===== src/sscrc_pkg.sv =====
// Package: register map, field positions and reset values for the SPI status and CRC block
package sscrc_pkg;
  localparam int SSCRC_ADDR_W = 16;
  // Printed offsets are not all multiples of four, so each is kept as a register index
  localparam logic [15:0] SSCRC_IDX_CONTROL = 16'hC0CA;
  localparam logic [15:0] SSCRC_IDX_IRQ_ENABLE = 16'hC0CC;
  localparam logic [15:0] SSCRC_IDX_STATUS = 16'hC0CE;
  localparam logic [15:0] SSCRC_IDX_IRQ_CLEAR = 16'hC0D0;
  localparam logic [15:0] SSCRC_IDX_CRC_CONTROL = 16'hC0D2;
  localparam logic [15:0] SSCRC_IDX_CRC_VALUE = 16'hC0D4;
  localparam logic [15:0] SSCRC_IDX_DATA_PORT = 16'hC0D6;
  localparam logic [15:0] SSCRC_IDX_CONFIG = 16'hC0C8;
  // Status bits
  localparam int SSCRC_ST_FIFO_ERR = 7;
  localparam int SSCRC_ST_RX_IRQ = 2;
  localparam int SSCRC_ST_TX_IRQ = 1;
  localparam int SSCRC_ST_XFER_IRQ = 0;
  // Control register bits
  localparam int SSCRC_CT_FIFO_INIT = 14;
  localparam int SSCRC_CT_FULL_DUPLEX = 12;
  localparam int SSCRC_CT_TX_EMPTY = 7;
  localparam int SSCRC_CT_RX_FULL = 6;
  // Configuration register: three-wire enable
  localparam int SSCRC_CFG_THREE_WIRE = 0;
  // Interrupt clear bits
  localparam int SSCRC_CLR_TX = 1;
  localparam int SSCRC_CLR_XFER = 0;
  // CRC control fields
  localparam int SSCRC_CC_MODE_HI = 15;
  localparam int SSCRC_CC_MODE_LO = 14;
  localparam int SSCRC_CC_ENABLE = 13;
  localparam int SSCRC_CC_PRESET = 12;
  localparam int SSCRC_CC_RX_SEL = 11;
  localparam int SSCRC_CC_NOT_ZERO = 10;
  localparam int SSCRC_CC_NOT_ONES = 9;
  localparam logic [15:0] SSCRC_CC_WR_MASK = 16'hE800;
  localparam logic [15:0] SSCRC_CRC_RESET = 16'hFFFF;
  localparam logic [15:0] SSCRC_CRC7_MASK = 16'h007F;
  localparam logic [2:0] SSCRC_IEN_MASK = 3'h7;
  // Polynomial taps, top term implied
  localparam logic [15:0] SSCRC_POLY_CCITT = 16'h1021;
  localparam logic [15:0] SSCRC_POLY_ALT16 = 16'h8005;
  localparam logic [15:0] SSCRC_POLY_CRC7 = 16'h0009;
  typedef enum logic [1:0] {
    SSCRC_MODE_CCITT = 2'b00,
    SSCRC_MODE_CRC7 = 2'b01,
    SSCRC_MODE_ALT16 = 2'b10,
    SSCRC_MODE_RSVD = 2'b11
  } sscrc_mode_type;
endpackage


===== src/sscrc_crc_engine.sv =====
// Bit-serial CRC step for the selectable polynomials
module sscrc_crc_engine
  import sscrc_pkg::*;
(
  input wire logic [1:0] mode_in,
  input wire logic [15:0] crc_in,
  input wire logic bit_in,
  output logic [15:0] crc_out
);
  logic feedback;
  always_comb begin
    feedback = 1'b0;
    crc_out = crc_in;
    case (sscrc_mode_type'(mode_in))
      SSCRC_MODE_CRC7: begin
        // Seven-bit register lives in bits 6:0; upper bits are left untouched
        feedback = crc_in[6] ^ bit_in;
        crc_out = {crc_in[15:7], (({crc_in[5:0], 1'b0}) ^ (feedback ? SSCRC_POLY_CRC7[6:0] : 7'h00))};
      end
      SSCRC_MODE_ALT16: begin
        feedback = crc_in[15] ^ bit_in;
        crc_out = {crc_in[14:0], 1'b0} ^ (feedback ? SSCRC_POLY_ALT16 : 16'h0000);
      end
      default: begin
        // Reserved code falls back to the first polynomial
        feedback = crc_in[15] ^ bit_in;
        crc_out = {crc_in[14:0], 1'b0} ^ (feedback ? SSCRC_POLY_CCITT : 16'h0000);
      end
    endcase
  end
endmodule // sscrc_crc_engine


===== src/sscrc_top.sv =====
// SPI status, interrupt clear and CRC register block with Avalon-MM slave
// Functional notes
// - Status bit 7 flags FIFO error; with transmit empty means transmit underflow.
// - FIFO error with receive full means receive overflow.
// - FIFO error clears when software sets FIFO init.
// - Status bit 2 shows byte-mode receive interrupt; read only.
// - Status bit 1 shows byte-mode transmit interrupt; read only.
// - Status bit 0 shows block-mode transfer interrupt; read only.
// - Status register is read only; writes change nothing.
// - Writing 1 to clear bit 1 clears transmit interrupt; self-clearing.
// - Writing 1 to clear bit 0 clears transfer interrupt; self-clearing.
// - Polynomial code 00 selects x^16+x^12+x^5+1.
// - Polynomial code 01 selects seven-bit x^7+x^3+1.
// - Code 10 selects x^16+x^15+x^2+1; code 11 reserved.
// - CRC control bit 13 enables CRC computation.
// - Writing 1 to bit 12 presets CRC to all ones; reads zero.
// - Bit 11 picks receive or transmit stream in full duplex only.
// - Bit 10 reads 1 when CRC value is not all zeros.
// - Bit 9 reads 1 when CRC value is not all ones.
// - Sixteen-bit CRC value register, read/write, resets to all ones.
// - Seven-bit mode result sits in bits 6:0; upper bits invalid.
// - Self-clearing FIFO init bit 14 resets FIFOs and error flag.
// - Control register reports transmit empty bit 7, receive full bit 6.
// - Enable bits 2,1,0 gate receive, transmit and transfer interrupts.
// - Control bit 12 picks full duplex; refused while three-wire enabled.
module sscrc_top
  import sscrc_pkg::*;
#(
  parameter int DATA_W = 16
) (
  input wire logic clk_in,
  input wire logic reset_n_in,
  input wire logic [SSCRC_ADDR_W-1:0] avs_address_in,
  input wire logic avs_read_in,
  input wire logic avs_write_in,
  input wire logic [DATA_W-1:0] avs_writedata_in,
  input wire logic [1:0] avs_byteenable_in,
  output logic [DATA_W-1:0] avs_readdata_out,
  output logic avs_waitrequest_out,
  output logic avs_response_out,
  input wire logic tx_empty_in,
  input wire logic rx_full_in,
  input wire logic fifo_error_event_in,
  input wire logic byte_rx_event_in,
  input wire logic byte_tx_event_in,
  input wire logic block_xfer_event_in,
  input wire logic [7:0] rx_byte_in,
  input wire logic tx_bit_valid_in,
  input wire logic tx_bit_in,
  input wire logic rx_bit_valid_in,
  input wire logic rx_bit_in,
  output logic fifo_init_out,
  output logic full_duplex_out,
  output logic three_wire_out,
  output logic [7:0] tx_byte_out,
  output logic tx_byte_load_out,
  output logic byte_rx_irq_out,
  output logic byte_tx_irq_out,
  output logic block_xfer_irq_out
);
  // Register map and flag packing assume one 16-bit word per access
  if (DATA_W != 16) begin : g_width_check
    $error("sscrc_top serves 16-bit data only");
  end

  typedef struct packed {
    logic [DATA_W-1:0] readdata;
    logic waitrequest;
    logic response;
    logic done;
    logic fifo_error;
    logic byte_rx_irq;
    logic byte_tx_irq;
    logic block_xfer_irq;
    logic [2:0] irq_enable;
    logic full_duplex;
    logic three_wire;
    logic fifo_init;
    logic [1:0] crc_mode;
    logic crc_enable;
    logic crc_rx_sel;
    logic [15:0] crc;
    logic [7:0] tx_byte;
    logic tx_byte_load;
    logic irq_rx_out;
    logic irq_tx_out;
    logic irq_xfer_out;
  } sscrc_state_type;

  sscrc_state_type state;
  sscrc_state_type next_state;
  logic [15:0] crc_step;
  logic crc_bit;
  logic crc_bit_valid;

  function automatic logic [15:0] sscrc_mask(input logic [1:0] mode, input logic [15:0] value);
    sscrc_mask = (sscrc_mode_type'(mode) == SSCRC_MODE_CRC7) ? (value & SSCRC_CRC7_MASK) : value;
  endfunction

  // Half duplex has one active stream; receive bit taken while valid, else transmit
  always_comb begin
    if (state.full_duplex && state.crc_rx_sel) begin
      crc_bit = rx_bit_in;
      crc_bit_valid = rx_bit_valid_in;
    end else if (state.full_duplex) begin
      crc_bit = tx_bit_in;
      crc_bit_valid = tx_bit_valid_in;
    end else begin
      crc_bit = rx_bit_valid_in ? rx_bit_in : tx_bit_in;
      crc_bit_valid = rx_bit_valid_in | tx_bit_valid_in;
    end
  end

  sscrc_crc_engine u_crc (
    .mode_in(state.crc_mode),
    .crc_in(state.crc),
    .bit_in(crc_bit),
    .crc_out(crc_step)
  );

  always_comb begin
    logic [15:0] crc_flags;
    logic [15:0] eff_crc;
    logic wr;
    logic rd;
    logic [15:0] wd;
    next_state = state;
    crc_flags = 16'h0000;
    eff_crc = sscrc_mask(state.crc_mode, state.crc);
    wr = avs_write_in && !state.done;
    rd = avs_read_in && !state.done;
    wd = avs_writedata_in;
    next_state.fifo_init = 1'b0;
    next_state.tx_byte_load = 1'b0;
    next_state.readdata = 16'h0000;
    next_state.response = 1'b0;
    // Every access answers one cycle after it is seen, then gap cycle
    next_state.waitrequest = !(wr || rd);
    next_state.done = wr || rd;

    // serial update, MSB first through the engine
    if (state.crc_enable && crc_bit_valid) begin
      next_state.crc = crc_step;
    end

    crc_flags[SSCRC_CC_NOT_ZERO] = (eff_crc != 16'h0000);
    crc_flags[SSCRC_CC_NOT_ONES] = (eff_crc != sscrc_mask(state.crc_mode, SSCRC_CRC_RESET));

    if (wr) begin
      if (avs_address_in == SSCRC_IDX_CONTROL) begin
        if (wd[SSCRC_CT_FIFO_INIT]) begin
          next_state.fifo_init = 1'b1;
        end
        next_state.full_duplex = wd[SSCRC_CT_FULL_DUPLEX] && !state.three_wire;
      end else if (avs_address_in == SSCRC_IDX_CONFIG) begin
        next_state.three_wire = wd[SSCRC_CFG_THREE_WIRE];
        if (wd[SSCRC_CFG_THREE_WIRE]) begin
          next_state.full_duplex = 1'b0;
        end
      end else if (avs_address_in == SSCRC_IDX_IRQ_ENABLE) begin
        next_state.irq_enable = wd[2:0] & SSCRC_IEN_MASK;
      end else if (avs_address_in == SSCRC_IDX_IRQ_CLEAR) begin
        // Clear pulses last only this cycle; reserved bits ignored
        if (wd[SSCRC_CLR_TX]) begin
          next_state.byte_tx_irq = 1'b0;
        end
        if (wd[SSCRC_CLR_XFER]) begin
          next_state.block_xfer_irq = 1'b0;
        end
      end else if (avs_address_in == SSCRC_IDX_CRC_CONTROL) begin
        next_state.crc_mode = wd[SSCRC_CC_MODE_HI:SSCRC_CC_MODE_LO];
        next_state.crc_enable = wd[SSCRC_CC_ENABLE];
        next_state.crc_rx_sel = wd[SSCRC_CC_RX_SEL];
        if (wd[SSCRC_CC_PRESET]) begin
          next_state.crc = SSCRC_CRC_RESET;
        end
      end else if (avs_address_in == SSCRC_IDX_CRC_VALUE) begin
        next_state.crc = wd;
      end else if (avs_address_in == SSCRC_IDX_DATA_PORT) begin
        next_state.tx_byte = wd[7:0];
        next_state.tx_byte_load = 1'b1;
      end else if (avs_address_in == SSCRC_IDX_STATUS) begin
        next_state.response = 1'b0;
      end else begin
        next_state.response = 1'b1;
      end
    end

    if (rd) begin
      if (avs_address_in == SSCRC_IDX_STATUS) begin
        next_state.readdata[SSCRC_ST_FIFO_ERR] = state.fifo_error;
        next_state.readdata[SSCRC_ST_RX_IRQ] = state.byte_rx_irq;
        next_state.readdata[SSCRC_ST_TX_IRQ] = state.byte_tx_irq;
        next_state.readdata[SSCRC_ST_XFER_IRQ] = state.block_xfer_irq;
      end else if (avs_address_in == SSCRC_IDX_CONTROL) begin
        next_state.readdata[SSCRC_CT_FULL_DUPLEX] = state.full_duplex;
        next_state.readdata[SSCRC_CT_TX_EMPTY] = tx_empty_in;
        next_state.readdata[SSCRC_CT_RX_FULL] = rx_full_in;
      end else if (avs_address_in == SSCRC_IDX_CONFIG) begin
        next_state.readdata[SSCRC_CFG_THREE_WIRE] = state.three_wire;
      end else if (avs_address_in == SSCRC_IDX_IRQ_ENABLE) begin
        next_state.readdata[2:0] = state.irq_enable;
      end else if (avs_address_in == SSCRC_IDX_CRC_CONTROL) begin
        next_state.readdata = crc_flags;
        next_state.readdata[SSCRC_CC_MODE_HI:SSCRC_CC_MODE_LO] = state.crc_mode;
        next_state.readdata[SSCRC_CC_ENABLE] = state.crc_enable;
        next_state.readdata[SSCRC_CC_RX_SEL] = state.crc_rx_sel;
      end else if (avs_address_in == SSCRC_IDX_CRC_VALUE) begin
        next_state.readdata = state.crc;
      end else if (avs_address_in == SSCRC_IDX_DATA_PORT) begin
        next_state.readdata[7:0] = rx_byte_in;
        next_state.byte_rx_irq = 1'b0;
      end else if (avs_address_in == SSCRC_IDX_IRQ_CLEAR) begin
        next_state.readdata = 16'h0000;
      end else begin
        next_state.response = 1'b1;
      end
    end

    // FIFO init clears the error; a new error in the same cycle still wins
    if (next_state.fifo_init) begin
      next_state.fifo_error = 1'b0;
    end
    if (fifo_error_event_in) begin
      next_state.fifo_error = 1'b1;
    end
    // Events are recorded only when enabled; set beats clear
    if (byte_rx_event_in && state.irq_enable[SSCRC_ST_RX_IRQ]) begin
      next_state.byte_rx_irq = 1'b1;
    end
    if (byte_tx_event_in && state.irq_enable[SSCRC_ST_TX_IRQ]) begin
      next_state.byte_tx_irq = 1'b1;
    end
    if (block_xfer_event_in && state.irq_enable[SSCRC_ST_XFER_IRQ]) begin
      next_state.block_xfer_irq = 1'b1;
    end
    next_state.irq_rx_out = next_state.byte_rx_irq;
    next_state.irq_tx_out = next_state.byte_tx_irq;
    next_state.irq_xfer_out = next_state.block_xfer_irq;
  end

  always_ff @(posedge clk_in) begin
    if (!reset_n_in) begin
      state <= '0;
      state.waitrequest <= 1'b1;
      state.crc <= SSCRC_CRC_RESET;
    end else begin
      state <= next_state;
    end
  end

  assign avs_readdata_out = state.readdata;
  assign avs_waitrequest_out = state.waitrequest;
  assign avs_response_out = state.response;
  assign fifo_init_out = state.fifo_init;
  assign full_duplex_out = state.full_duplex;
  assign three_wire_out = state.three_wire;
  assign tx_byte_out = state.tx_byte;
  assign tx_byte_load_out = state.tx_byte_load;
  assign byte_rx_irq_out = state.irq_rx_out;
  assign byte_tx_irq_out = state.irq_tx_out;
  assign block_xfer_irq_out = state.irq_xfer_out;
endmodule // sscrc_top


===== config.mk =====
export PLATFORM = sky130hd
export DESIGN_NAME = sscrc_top
export DESIGN_NICKNAME = d
export VERILOG_FILES = /design/src/sscrc_pkg.sv /design/src/sscrc_crc_engine.sv /design/src/sscrc_top.sv
export SDC_FILE = /design/constraint.sdc
export NUM_CORES = 1
export LEC_CHECK = 0
export ABC_AREA = 0
export BUFFER_PORTS_ARGS = -buffer_cell sky130_fd_sc_hd__buf_4
export CAP_MARGIN = 20
export CORE_UTILIZATION = 40
export CTS_BUF_LIST = sky130_fd_sc_hd__clkbuf_16
export CTS_CLUSTER_DIAMETER = 60
export DETAILED_ROUTE_END_ITERATION = 12
export GPL_ROUTABILITY_DRIVEN = 0
export PLACE_DENSITY_LB_ADDON = 0.3
export SETUP_SLACK_MARGIN = 0.3
export SLEW_MARGIN = 10
export SYNTH_ARGS = -nofsm -noshare
export SYNTH_HDL_FRONTEND = slang
export SYNTH_HIERARCHICAL = 1
export SYNTH_SLANG_ARGS = --single-unit

===== constraint.sdc =====
create_clock -name clk_in -period 1.8 [get_ports clk_in]
set_clock_uncertainty 0.05 [all_clocks]
set_input_delay 0.09 -clock clk_in [delete_from_list [all_inputs] [get_ports clk_in]]
set_output_delay 0.09 -clock clk_in [all_outputs]
set_load 0.02 [all_outputs]

==> reports/metrics.cfg, run 1 <==
[outcome]
status=complete, but fails checks
violations=setup timing

[layout]
nNetsFinal=561
antenna_cells=0
drive_above_1_share_pct=39.3
syn_to_final_growth_pct=50.4
fin_area_sq_mm=0.00490
finish.utilization_pct=62.8

[global_route]
grt_pass1_wl_mm=15.0
grt-ovfl-total=0
grt_max_degree=33
met1_usage_pct=29.6
groute.usage.overall_pct=23.1
grtUsageMet2_pct=37.4
grt-busiest-layer=met2
grt_pass1_vias=3027
antenna_found_initial=0
met3_usage_pct=5.31

[sta]
hold_viol=0
period_minus_slack_ns=2.03
relSlewSlack_pct=69.0
fin_crit_sh_pct=113
setup_viol=6
grt_setup_unrepaired=true
worstMarginPinSlew_ns=0.465
fmax_mhz=492
setup_ws_ns=-0.233
final_max_slew_viol_count=0

[hold_path]
hold_depth=3
hp-class=in -> reg

[clocking]
clk_latency_ns=0.33
cts_tree=built
cts.root.buffer_cell=clkbuf_16
htreeDepth=3
cts_buffers=9
cts.path.max_buffers=2
cts.clk_slew.worst_paths_ns=0.06
cts_sinks=58

[power]
powerDensity_mw_per_mm2=657
total_power_w=0.00322
p_leak_nw=2.18
ir_drop_uv=379

[synthesis]
synth_area_leader_cell=dfxtp_1
ys_ff_latch=58
synth_top_area_share_pct=35.6
synth.avg_cell_area_sq_um=8.69
yosysSeqAreaShare_pct=35.6
synth_area_leaders=dfxtp_1 (36%), mux2i_1 (9.8%), buf_4 (6.4%)
synth_fp_nets=435
ys_types=56
ys_warn_count=6
synthesis.area_sq_mm=0.00326
syn_inst=375
synth.most_common_cell=dfxtp_1
synth_commonest_cells=dfxtp_1 (58), mux2i_1 (32), nor2_1 (31)
synth_edf_count=0
ys.flop_type=dfxtp_1
ys_async_sr_fraction_pct=0

[routing]
route.detailed.drc=0
first_iter_violations=201
wl_per_cell_um=16.6
avgViaCountPerCell=5.50
routed_wl_mm=10.1
ant_nets=0
via_count=3341
drt-pass1-iter-count=5

[critical_path]
cp_cell_sequence=mux2i_2, mux2_4, xor2_4, xnor2_1, a21oi_1, o221ai_1, o311ai_1
worst_r2r_path_depth=7
crit_cells=7
crit_family=multiplexers
startpoint_type=flop
end_kind=flop
max_stage_delay_ns=0.36
worst-setup-path-type=reg -> reg
arrival_ns=2.17
path_buf_inv=0
slowest_stage=mux2_4
crit_fanout=4
worstPathRequired_ns=1.94

[die]
die_w_um=92.3
io_pins=89
initial_core_util_pct=41.7
die_area_sq_mm=0.00851
rows=32
die-height_um=92.3
coreArea_sq_mm=0.00781

[place]
post-place-ws_ns=-0.0861
postPlaceCellArea_sq_mm=0.00405
numPortBuffers=86
dp_hpwl_mm=6.73

[run]
maxCapViolations=0

[report_power, final]
part | internal [W] | switching, W
clock network | 0.000996 | 0.000602
registers | 0.00129 | 0.00000410
logic | 0.000182 | 0.000149
total | 0.00247 | 0.000755
[cell families (layout without fill, tap and decap cells)]
family / Yosys count / after routing / share of synthesized area [%]
compound gates: 84 / 84 / 17.2
fa+ha+maj: 4 / 4 / 1.54
buf+inv: 54 / 184 / 10.6
mux: 37 / 37 / 11.6
xor+xnor: 3 / 3 / 1.04
flops: 58 / 58 / 35.6
simple gates: 135 / 136 / 22.4
[layer usage]
layer,share of wire [%],vias to the layer above
li1,-,1576
met2,49,161
met1,42,1580
met3,7.2,24
met4,2.4,0
met5,0,-
[per-stage QoR]
step	instances	hold WS [ns]	setup TNS [ns]
after floorplan	375	0.164	-0.0622
after global placement	554	0.261	-0.0543
after detailed placement	554	0.264	-0.144
after CTS	597	0.00671	-0.235
after global routing	608	0.0153	-1.25
final	608	0.00581	-0.739
[state kept, by name, summed over array words and instances, names as in the netlist]
signal,cells
full_duplex_out,1
block_xfer_irq_out,1
three_wire_out,1
fifo_init_out,1
byte_rx_irq_out,1
state,25
tx_byte_load_out,1
avs_response_out,1
tx_byte_out,8
avs_readdata_out,16
byte_tx_irq_out,1
avs_waitrequest_out,1
[layout by cell type (no fill, tap or decap), drive strengths merged, types with 3 or more instances in the layout]
cell / synthesis / layout
a21boi: 3 / 3
a21oi: 18 / 18
a22o: 9 / 9
a22oi: 10 / 10
a31oi: 6 / 6
a32oi: 3 / 3
and3: 4 / 5
buf: 34 / 135
clkbuf: 9 / 10
clkinv: 0 / 3
dfxtp: 58 / 58
dlygate4sd3: 0 / 21
ha: 4 / 4
inv: 11 / 12
mux2: 5 / 5
mux2i: 32 / 32
nand2: 30 / 30
nand2b: 9 / 9
nand3: 9 / 9
nand4: 5 / 5
nor2: 31 / 31
nor2b: 17 / 17
nor3: 10 / 10
nor4: 3 / 3
o21a: 3 / 3
o21ai: 19 / 19
o41ai: 3 / 3
or4: 3 / 3
[worst reg2reg max path, stage by stage, from the launching register on]
cell	delay (ns)
dfxtp_4	0.35
mux2i_2	0.24
mux2_4	0.36
xor2_4	0.25
xnor2_1	0.16
a21oi_1	0.11
o221ai_1	0.24
o311ai_1	0.14
[cell type report]
cell class                      count  area [sq um]
Tap cell                          102           128
Inverter                           11          41.3
Clock inverter                      6          31.3
Multi-Input combinational cell    264          1960
Timing Repair Buffer              157          1320
Clock buffer                       10           250
Sequential cell                    58          1170
Fill cell                         636          2910
[timing repair]
| item | 4_1_cts | 5_1_grt |
|---|---|---|
| cloned | 2 | 1 |
| endpoints found under the setup margin | 26 | 32 |
| pin swaps | 7 | 17 |
| hold buffers | 21 | 0 |
| hold endpoints to repair | 27 | 0 |
| setup buffers | 4 | 10 |
| resized for setup | 28 | 31 |
[worst paths after layout]
path,slack (ns),endpoint,start
hold / removal,0.006,avs_readdata_out[6],rx_byte_in[6]
hold reg to reg,0.42,avs_readdata_out[0],block_xfer_irq_out
setup / recovery,-0.23,state[24],full_duplex_out
setup reg to reg,-0.23,state[24],full_duplex_out
Note: power is estimated with default switching activity, not from simulation.
==> run 2, diff against run 1 <==
--- a/config.mk
+++ b/config.mk
@@ -15,6 +15,7 @@
 export GPL_ROUTABILITY_DRIVEN = 0
 export PLACE_DENSITY_LB_ADDON = 0.3
 export SETUP_SLACK_MARGIN = 0.3
+export SKIP_CTS_REPAIR_TIMING = 1
 export SLEW_MARGIN = 10
 export SYNTH_ARGS = -nofsm -noshare
 export SYNTH_HDL_FRONTEND = slang
==> run 2 against run 1 <==
- the flow finishes with violations (hold timing, setup timing)
- critical path type unchanged
- die area is the same
- clock power is essentially flat
- critical endpoint unchanged
- sequential share of layout area grew 0.84 points
- first-iteration DRC count grew 36%
- routed wire length shrank 1.5%
- combinational power shrank 5%
- highest routed layer unchanged
- fmax grew 1.6%
- worst hold slack lost 0.029 ns
- worst setup slack gained 0.032 ns
- register-to-register slack gained 0.03 ns
==> reports/metrics.cfg, run 2 (same netlist as run 1, synthesis figures left out) <==
[sta]
worst_hold_slack_ns=-0.0230
grt_setup_unrepaired=true
fin_crit_sh_pct=111
setup_ws_ns=-0.201
fmax_mhz=500
worstMarginPinSlew_ns=0.481
relSlewSlack_pct=68.0
setup_viol=5
period_minus_slack_ns=2.00
hold_viol=10
final_max_slew_viol_count=0

[critical_path]
arrival_ns=2.14
startpoint_type=flop
slowest_stage=mux2_4
crit_fanout=5
path_buf_inv=0
cp_cell_sequence=mux2i_2, mux2_4, xor2_4, xnor2_1, a21oi_1, o221ai_1, o311ai_1
worst-setup-path-type=reg -> reg
max_stage_delay_ns=0.36
crit_family=multiplexers
end_kind=flop
worstPathRequired_ns=1.94

[clocking]
clk_latency_ns=0.32
cts.clk_slew.worst_paths_ns=0.05
cts_sinks=58
cts_buffers=9
cts.root.buffer_cell=clkbuf_16
cts_tree=built
cts.path.max_buffers=2
htreeDepth=3

[hold_path]
hp-class=in -> reg

[place]
placed_cells=554
numPortBuffers=86
dp_hpwl_mm=6.73
postPlaceCellArea_sq_mm=0.00405

[die]
die-height_um=92.3
coreArea_sq_mm=0.00781
die_w_um=92.3
die_area_sq_mm=0.00851
rows=32
initial_core_util_pct=41.7
io_pins=89

[layout]
fillCellCount=663
mostFrequentLayoutCells=buf_4 (117), dfxtp_1 (53), mux2i_1 (31), nor2_1 (31), nand2_1 (29)
final_common_cell=buf_4
drive_above_1_share_pct=39.1
fin_area_sq_mm=0.00475
largest_reg_flops=25
finalNonFillerCells=593
largest_register=state
syn_to_final_growth_pct=45.6
antenna_cells=0
nNetsFinal=546

[routing]
ant_nets=0
routed_wl_mm=9.95
via_count=3304
drt-pass1-iter-count=5
wl_per_cell_um=16.8
avgViaCountPerCell=5.57
first_iter_violations=273
route.detailed.drc=0

[outcome]
violations=hold timing, setup timing
status=complete, but fails checks

[global_route]
antenna_found_initial=0
grt_pass1_vias=2874
grt_pass1_wl_mm=14.2
grt-ovfl-total=0
groute.usage.overall_pct=21.7
grt_max_degree=33

[run]
maxCapViolations=0

[power]
ir_drop_uv=378
p_leak_nw=2.07
powerDensity_mw_per_mm2=674

## run 2: tightest hold or removal path, delay by kind of cell
family	cells	cell delay [ns]
AOI/OAI and AO/OA	1	0.07
buffers and inverters	1	0.08
and+or+nand+nor	1	0.08
## run 2: metal layers
| metal | share of wire (%) | track usage, % | up-vias | wire, um |
|---|---|---|---|---|
| met4 | 3.5 | 7.81 | 0 | 346 |
| met5 | 0 | 0 | - | 0 |
| met3 | 7.2 | 4.89 | 36 | 712 |
| li1 | - | - | 1549 | - |
| met1 | 41 | 28.7 | 1570 | 4100 |
| met2 | 48 | 34.5 | 149 | 4790 |
## run 2: per-stage QoR
step | total power [W] | setup TNS (ns) | utilization, % | setup slack [ns]
after floorplan | 0.00144 | -0.0622 | - | -0.0590
after global placement | 0.00158 | -0.0543 | 51.8 | -0.0541
after detailed placement | 0.00158 | -0.144 | 51.8 | -0.0861
after CTS | 0.00317 | -0.234 | 55.4 | -0.112
after global routing | 0.00331 | -0.925 | 60.8 | -0.263
final | 0.00320 | -0.418 | 60.8 | -0.201
## run 2: cell type report
type	count	area, sq um	area share, %
Multi-Input combinational cell	264	1970	41.4
Sequential cell	58	1180	24.8
Timing Repair Buffer	142	1150	24.2
Clock buffer	10	250	5.27
Tap cell	102	128	2.69
Inverter	11	43.8	0.923
Clock inverter	6	31.3	0.659
## run 2: power by group
group          switching (W)  internal (W)
Sequential        0.00000425       0.00129
Clock               0.000598      0.000996
Combinational       0.000145      0.000170
Total               0.000747       0.00245
## run 2: worst paths after layout
check	from	to	slack (ns)	cells after the start
worst max-delay path	full_duplex_out	state[24]	-0.20	7
worst min-delay path	rx_byte_in[4]	avs_readdata_out[4]	-0.02	3
worst max register to register	full_duplex_out	state[24]	-0.20	7
worst min register to register	state[37]	state[37]	0.42	2
==> run 3, diff against run 2 <==
--- a/config.mk
+++ b/config.mk
@@ -8,7 +8,7 @@
 export ABC_AREA = 0
 export BUFFER_PORTS_ARGS = -buffer_cell sky130_fd_sc_hd__buf_4
 export CAP_MARGIN = 20
-export CORE_UTILIZATION = 40
+export CORE_UTILIZATION = 48
 export CTS_BUF_LIST = sky130_fd_sc_hd__clkbuf_16
 export CTS_CLUSTER_DIAMETER = 60
 export DETAILED_ROUTE_END_ITERATION = 12
==> run 3 against run 2 <==
- the run ends with DRC, hold timing, setup timing left
- count of clock-buffer cells in the layout is 1 lower
- via count down 0.18%
- sequential share of layout area rose by 0.64 points
- critical endpoint is now state[15]
- sequential cell count stayed put
- clock power barely moved
- die area down 16%
- first-iteration DRC count fell by 6.2%
- largest power group unchanged
==> reports/metrics.cfg, run 3 (same netlist as run 1, synthesis figures left out) <==
[outcome]
status=complete, but fails checks
violations=DRC, hold timing, setup timing

[routing]
routed_wl_mm=9.94
avgViaCountPerCell=5.89
wl_per_cell_um=17.8
ant_nets=0
via_count=3298
route.detailed.drc=4
first_iter_violations=256
drt-pass1-iter-count=9

[die]
die-height_um=84.4
initial_core_util_pct=50.5
coreArea_sq_mm=0.00646
die_area_sq_mm=0.00712
die_w_um=84.4
io_pins=89
rows=29

[sta]
fmax_mhz=514
hold_viol=15
period_minus_slack_ns=1.95
worstMarginPinSlew_ns=0.494
tns_ns=-0.644
setup_ws_ns=-0.147
relSlewSlack_pct=67.1
fin_crit_sh_pct=108
final_max_slew_viol_count=0
grt_setup_unrepaired=true
worst_hold_slack_ns=-0.0352
setup_viol=6

[power]
pwr-share-clk_pct=49.8
ir_drop_uv=486
power_frac_comb_pct=9.7
p_int_w=0.00249
powerDensity_mw_per_mm2=690
p_leak_nw=2.03
seq_power_share_pct=40.5
sw_frac_of_total_pct=22.1
p_sw_w=0.000706

[global_route]
grt-ovfl-total=0
grt_pass1_vias=2931
antenna_found_initial=0
grt_pass1_wl_mm=14.2
groute.usage.overall_pct=25.5
grt_max_degree=26

[place]
numPortBuffers=86
dp_hpwl_mm=6.44

[clocking]
htreeDepth=3
cts_tree=built
cts.clk_slew.worst_paths_ns=0.05
cts_buffers=9
cts.path.max_buffers=2
clk_latency_ns=0.33
cts.root.buffer_cell=clkbuf_16
cts_sinks=58

[layout]
regArea_sq_mm=0.00118
largest_register=state
mostFrequentLayoutCells=buf_4 (117), dfxtp_1 (53), nor2_1 (31)
syn_to_final_growth_pct=42.0
largest_reg_flops=25
final_common_cell=buf_4
drive_above_1_share_pct=38.7
multi_input_area_sq_mm=0.00195
finish.utilization_pct=71.7
nNetsFinal=539
fillCellCount=473
antenna_cells=0

[critical_path]
end_kind=flop
arrival_ns=2.15
worst-setup-path-type=reg -> reg
crit_fanout=3
startpoint_type=flop
worstPathRequired_ns=2.01

[hold_path]
hp-class=in -> reg

[run]
maxCapViolations=0

==> run 3: changes by cell type in the layout (fill, tap and decap cells not counted), moves of 2 or more <==
cell,before,now
buf_6,10,8
buf_8,2,0
clkinvlp_4,2,0
dlygate4sd3_1,13,10
mux2i_1,31,29
mux2i_2,1,3
o21ai_1,12,10
==> run 3: power by group through the flow <==
stage | Clock (W) | Sequential (W) | Combinational, W
after global placement | 0 | 0.00132 | 0.000251
after detailed placement | 0 | 0.00132 | 0.000255
after CTS | 0.00161 | 0.00129 | 0.000257
final | 0.00159 | 0.00129 | 0.000309
after floorplan | 0 | 0.00132 | 0.000111
after global routing | 0.00166 | 0.00129 | 0.000329
==> run 3: area by class of cell <==
cell class / instances / share of cell area [%]
Sequential cell: 58 / 25.4
Clock buffer: 9 / 4.87
Inverter: 11 / 0.946
Tap cell: 77 / 2.08
Clock inverter: 6 / 1.08
Timing Repair Buffer: 136 / 23.5
Multi-Input combinational cell: 263 / 42.1
==> run 3: final timing paths <==
path | from | endpoint | slack [ns] | cells past startpoint
min | avs_writedata_in[3] | state[15] | -0.04 | 3
min reg2reg | byte_rx_irq_out | avs_readdata_out[2] | 0.40 | 2
max reg2reg | full_duplex_out | state[15] | -0.15 | 7
max | full_duplex_out | state[15] | -0.15 | 7
==> run 3: through the flow <==
step	total power, W	cells	setup slack [ns]	area (sq um)
floorplan	0.00144	375	-0.0590	3350
global placement	0.00157	521	-0.0330	3960
detailed placement	0.00158	521	-0.0713	3960
CTS	0.00316	536	-0.0850	4230
global route	0.00328	560	-0.240	4630
finish	0.00320	560	-0.147	4630
==> run 3: per-layer routing <==
| metal | GRT usage [%] | part of all wire (%) | wire [um] | vias to the layer above |
|---|---|---|---|---|
| met1 | 33.0 | 41 | 4120 | 1537 |
| met5 | 0 | 0 | 0 | - |
| met3 | 6.49 | 7.6 | 757 | 33 |
| met4 | 8.78 | 3.1 | 313 | 0 |
| li1 | - | - | - | 1531 |
| met2 | 41.5 | 48 | 4750 | 197 |
==> run 3: critical path, stage by stage, from the launching register on <==
cell	delay [ns]
dfxtp_4	0.34
mux2i_2	0.23
mux2_4	0.37
xnor2_1	0.38
a31oi_1	0.14
o41ai_1	0.10
mux2i_1	0.13
a21oi_1	0.14
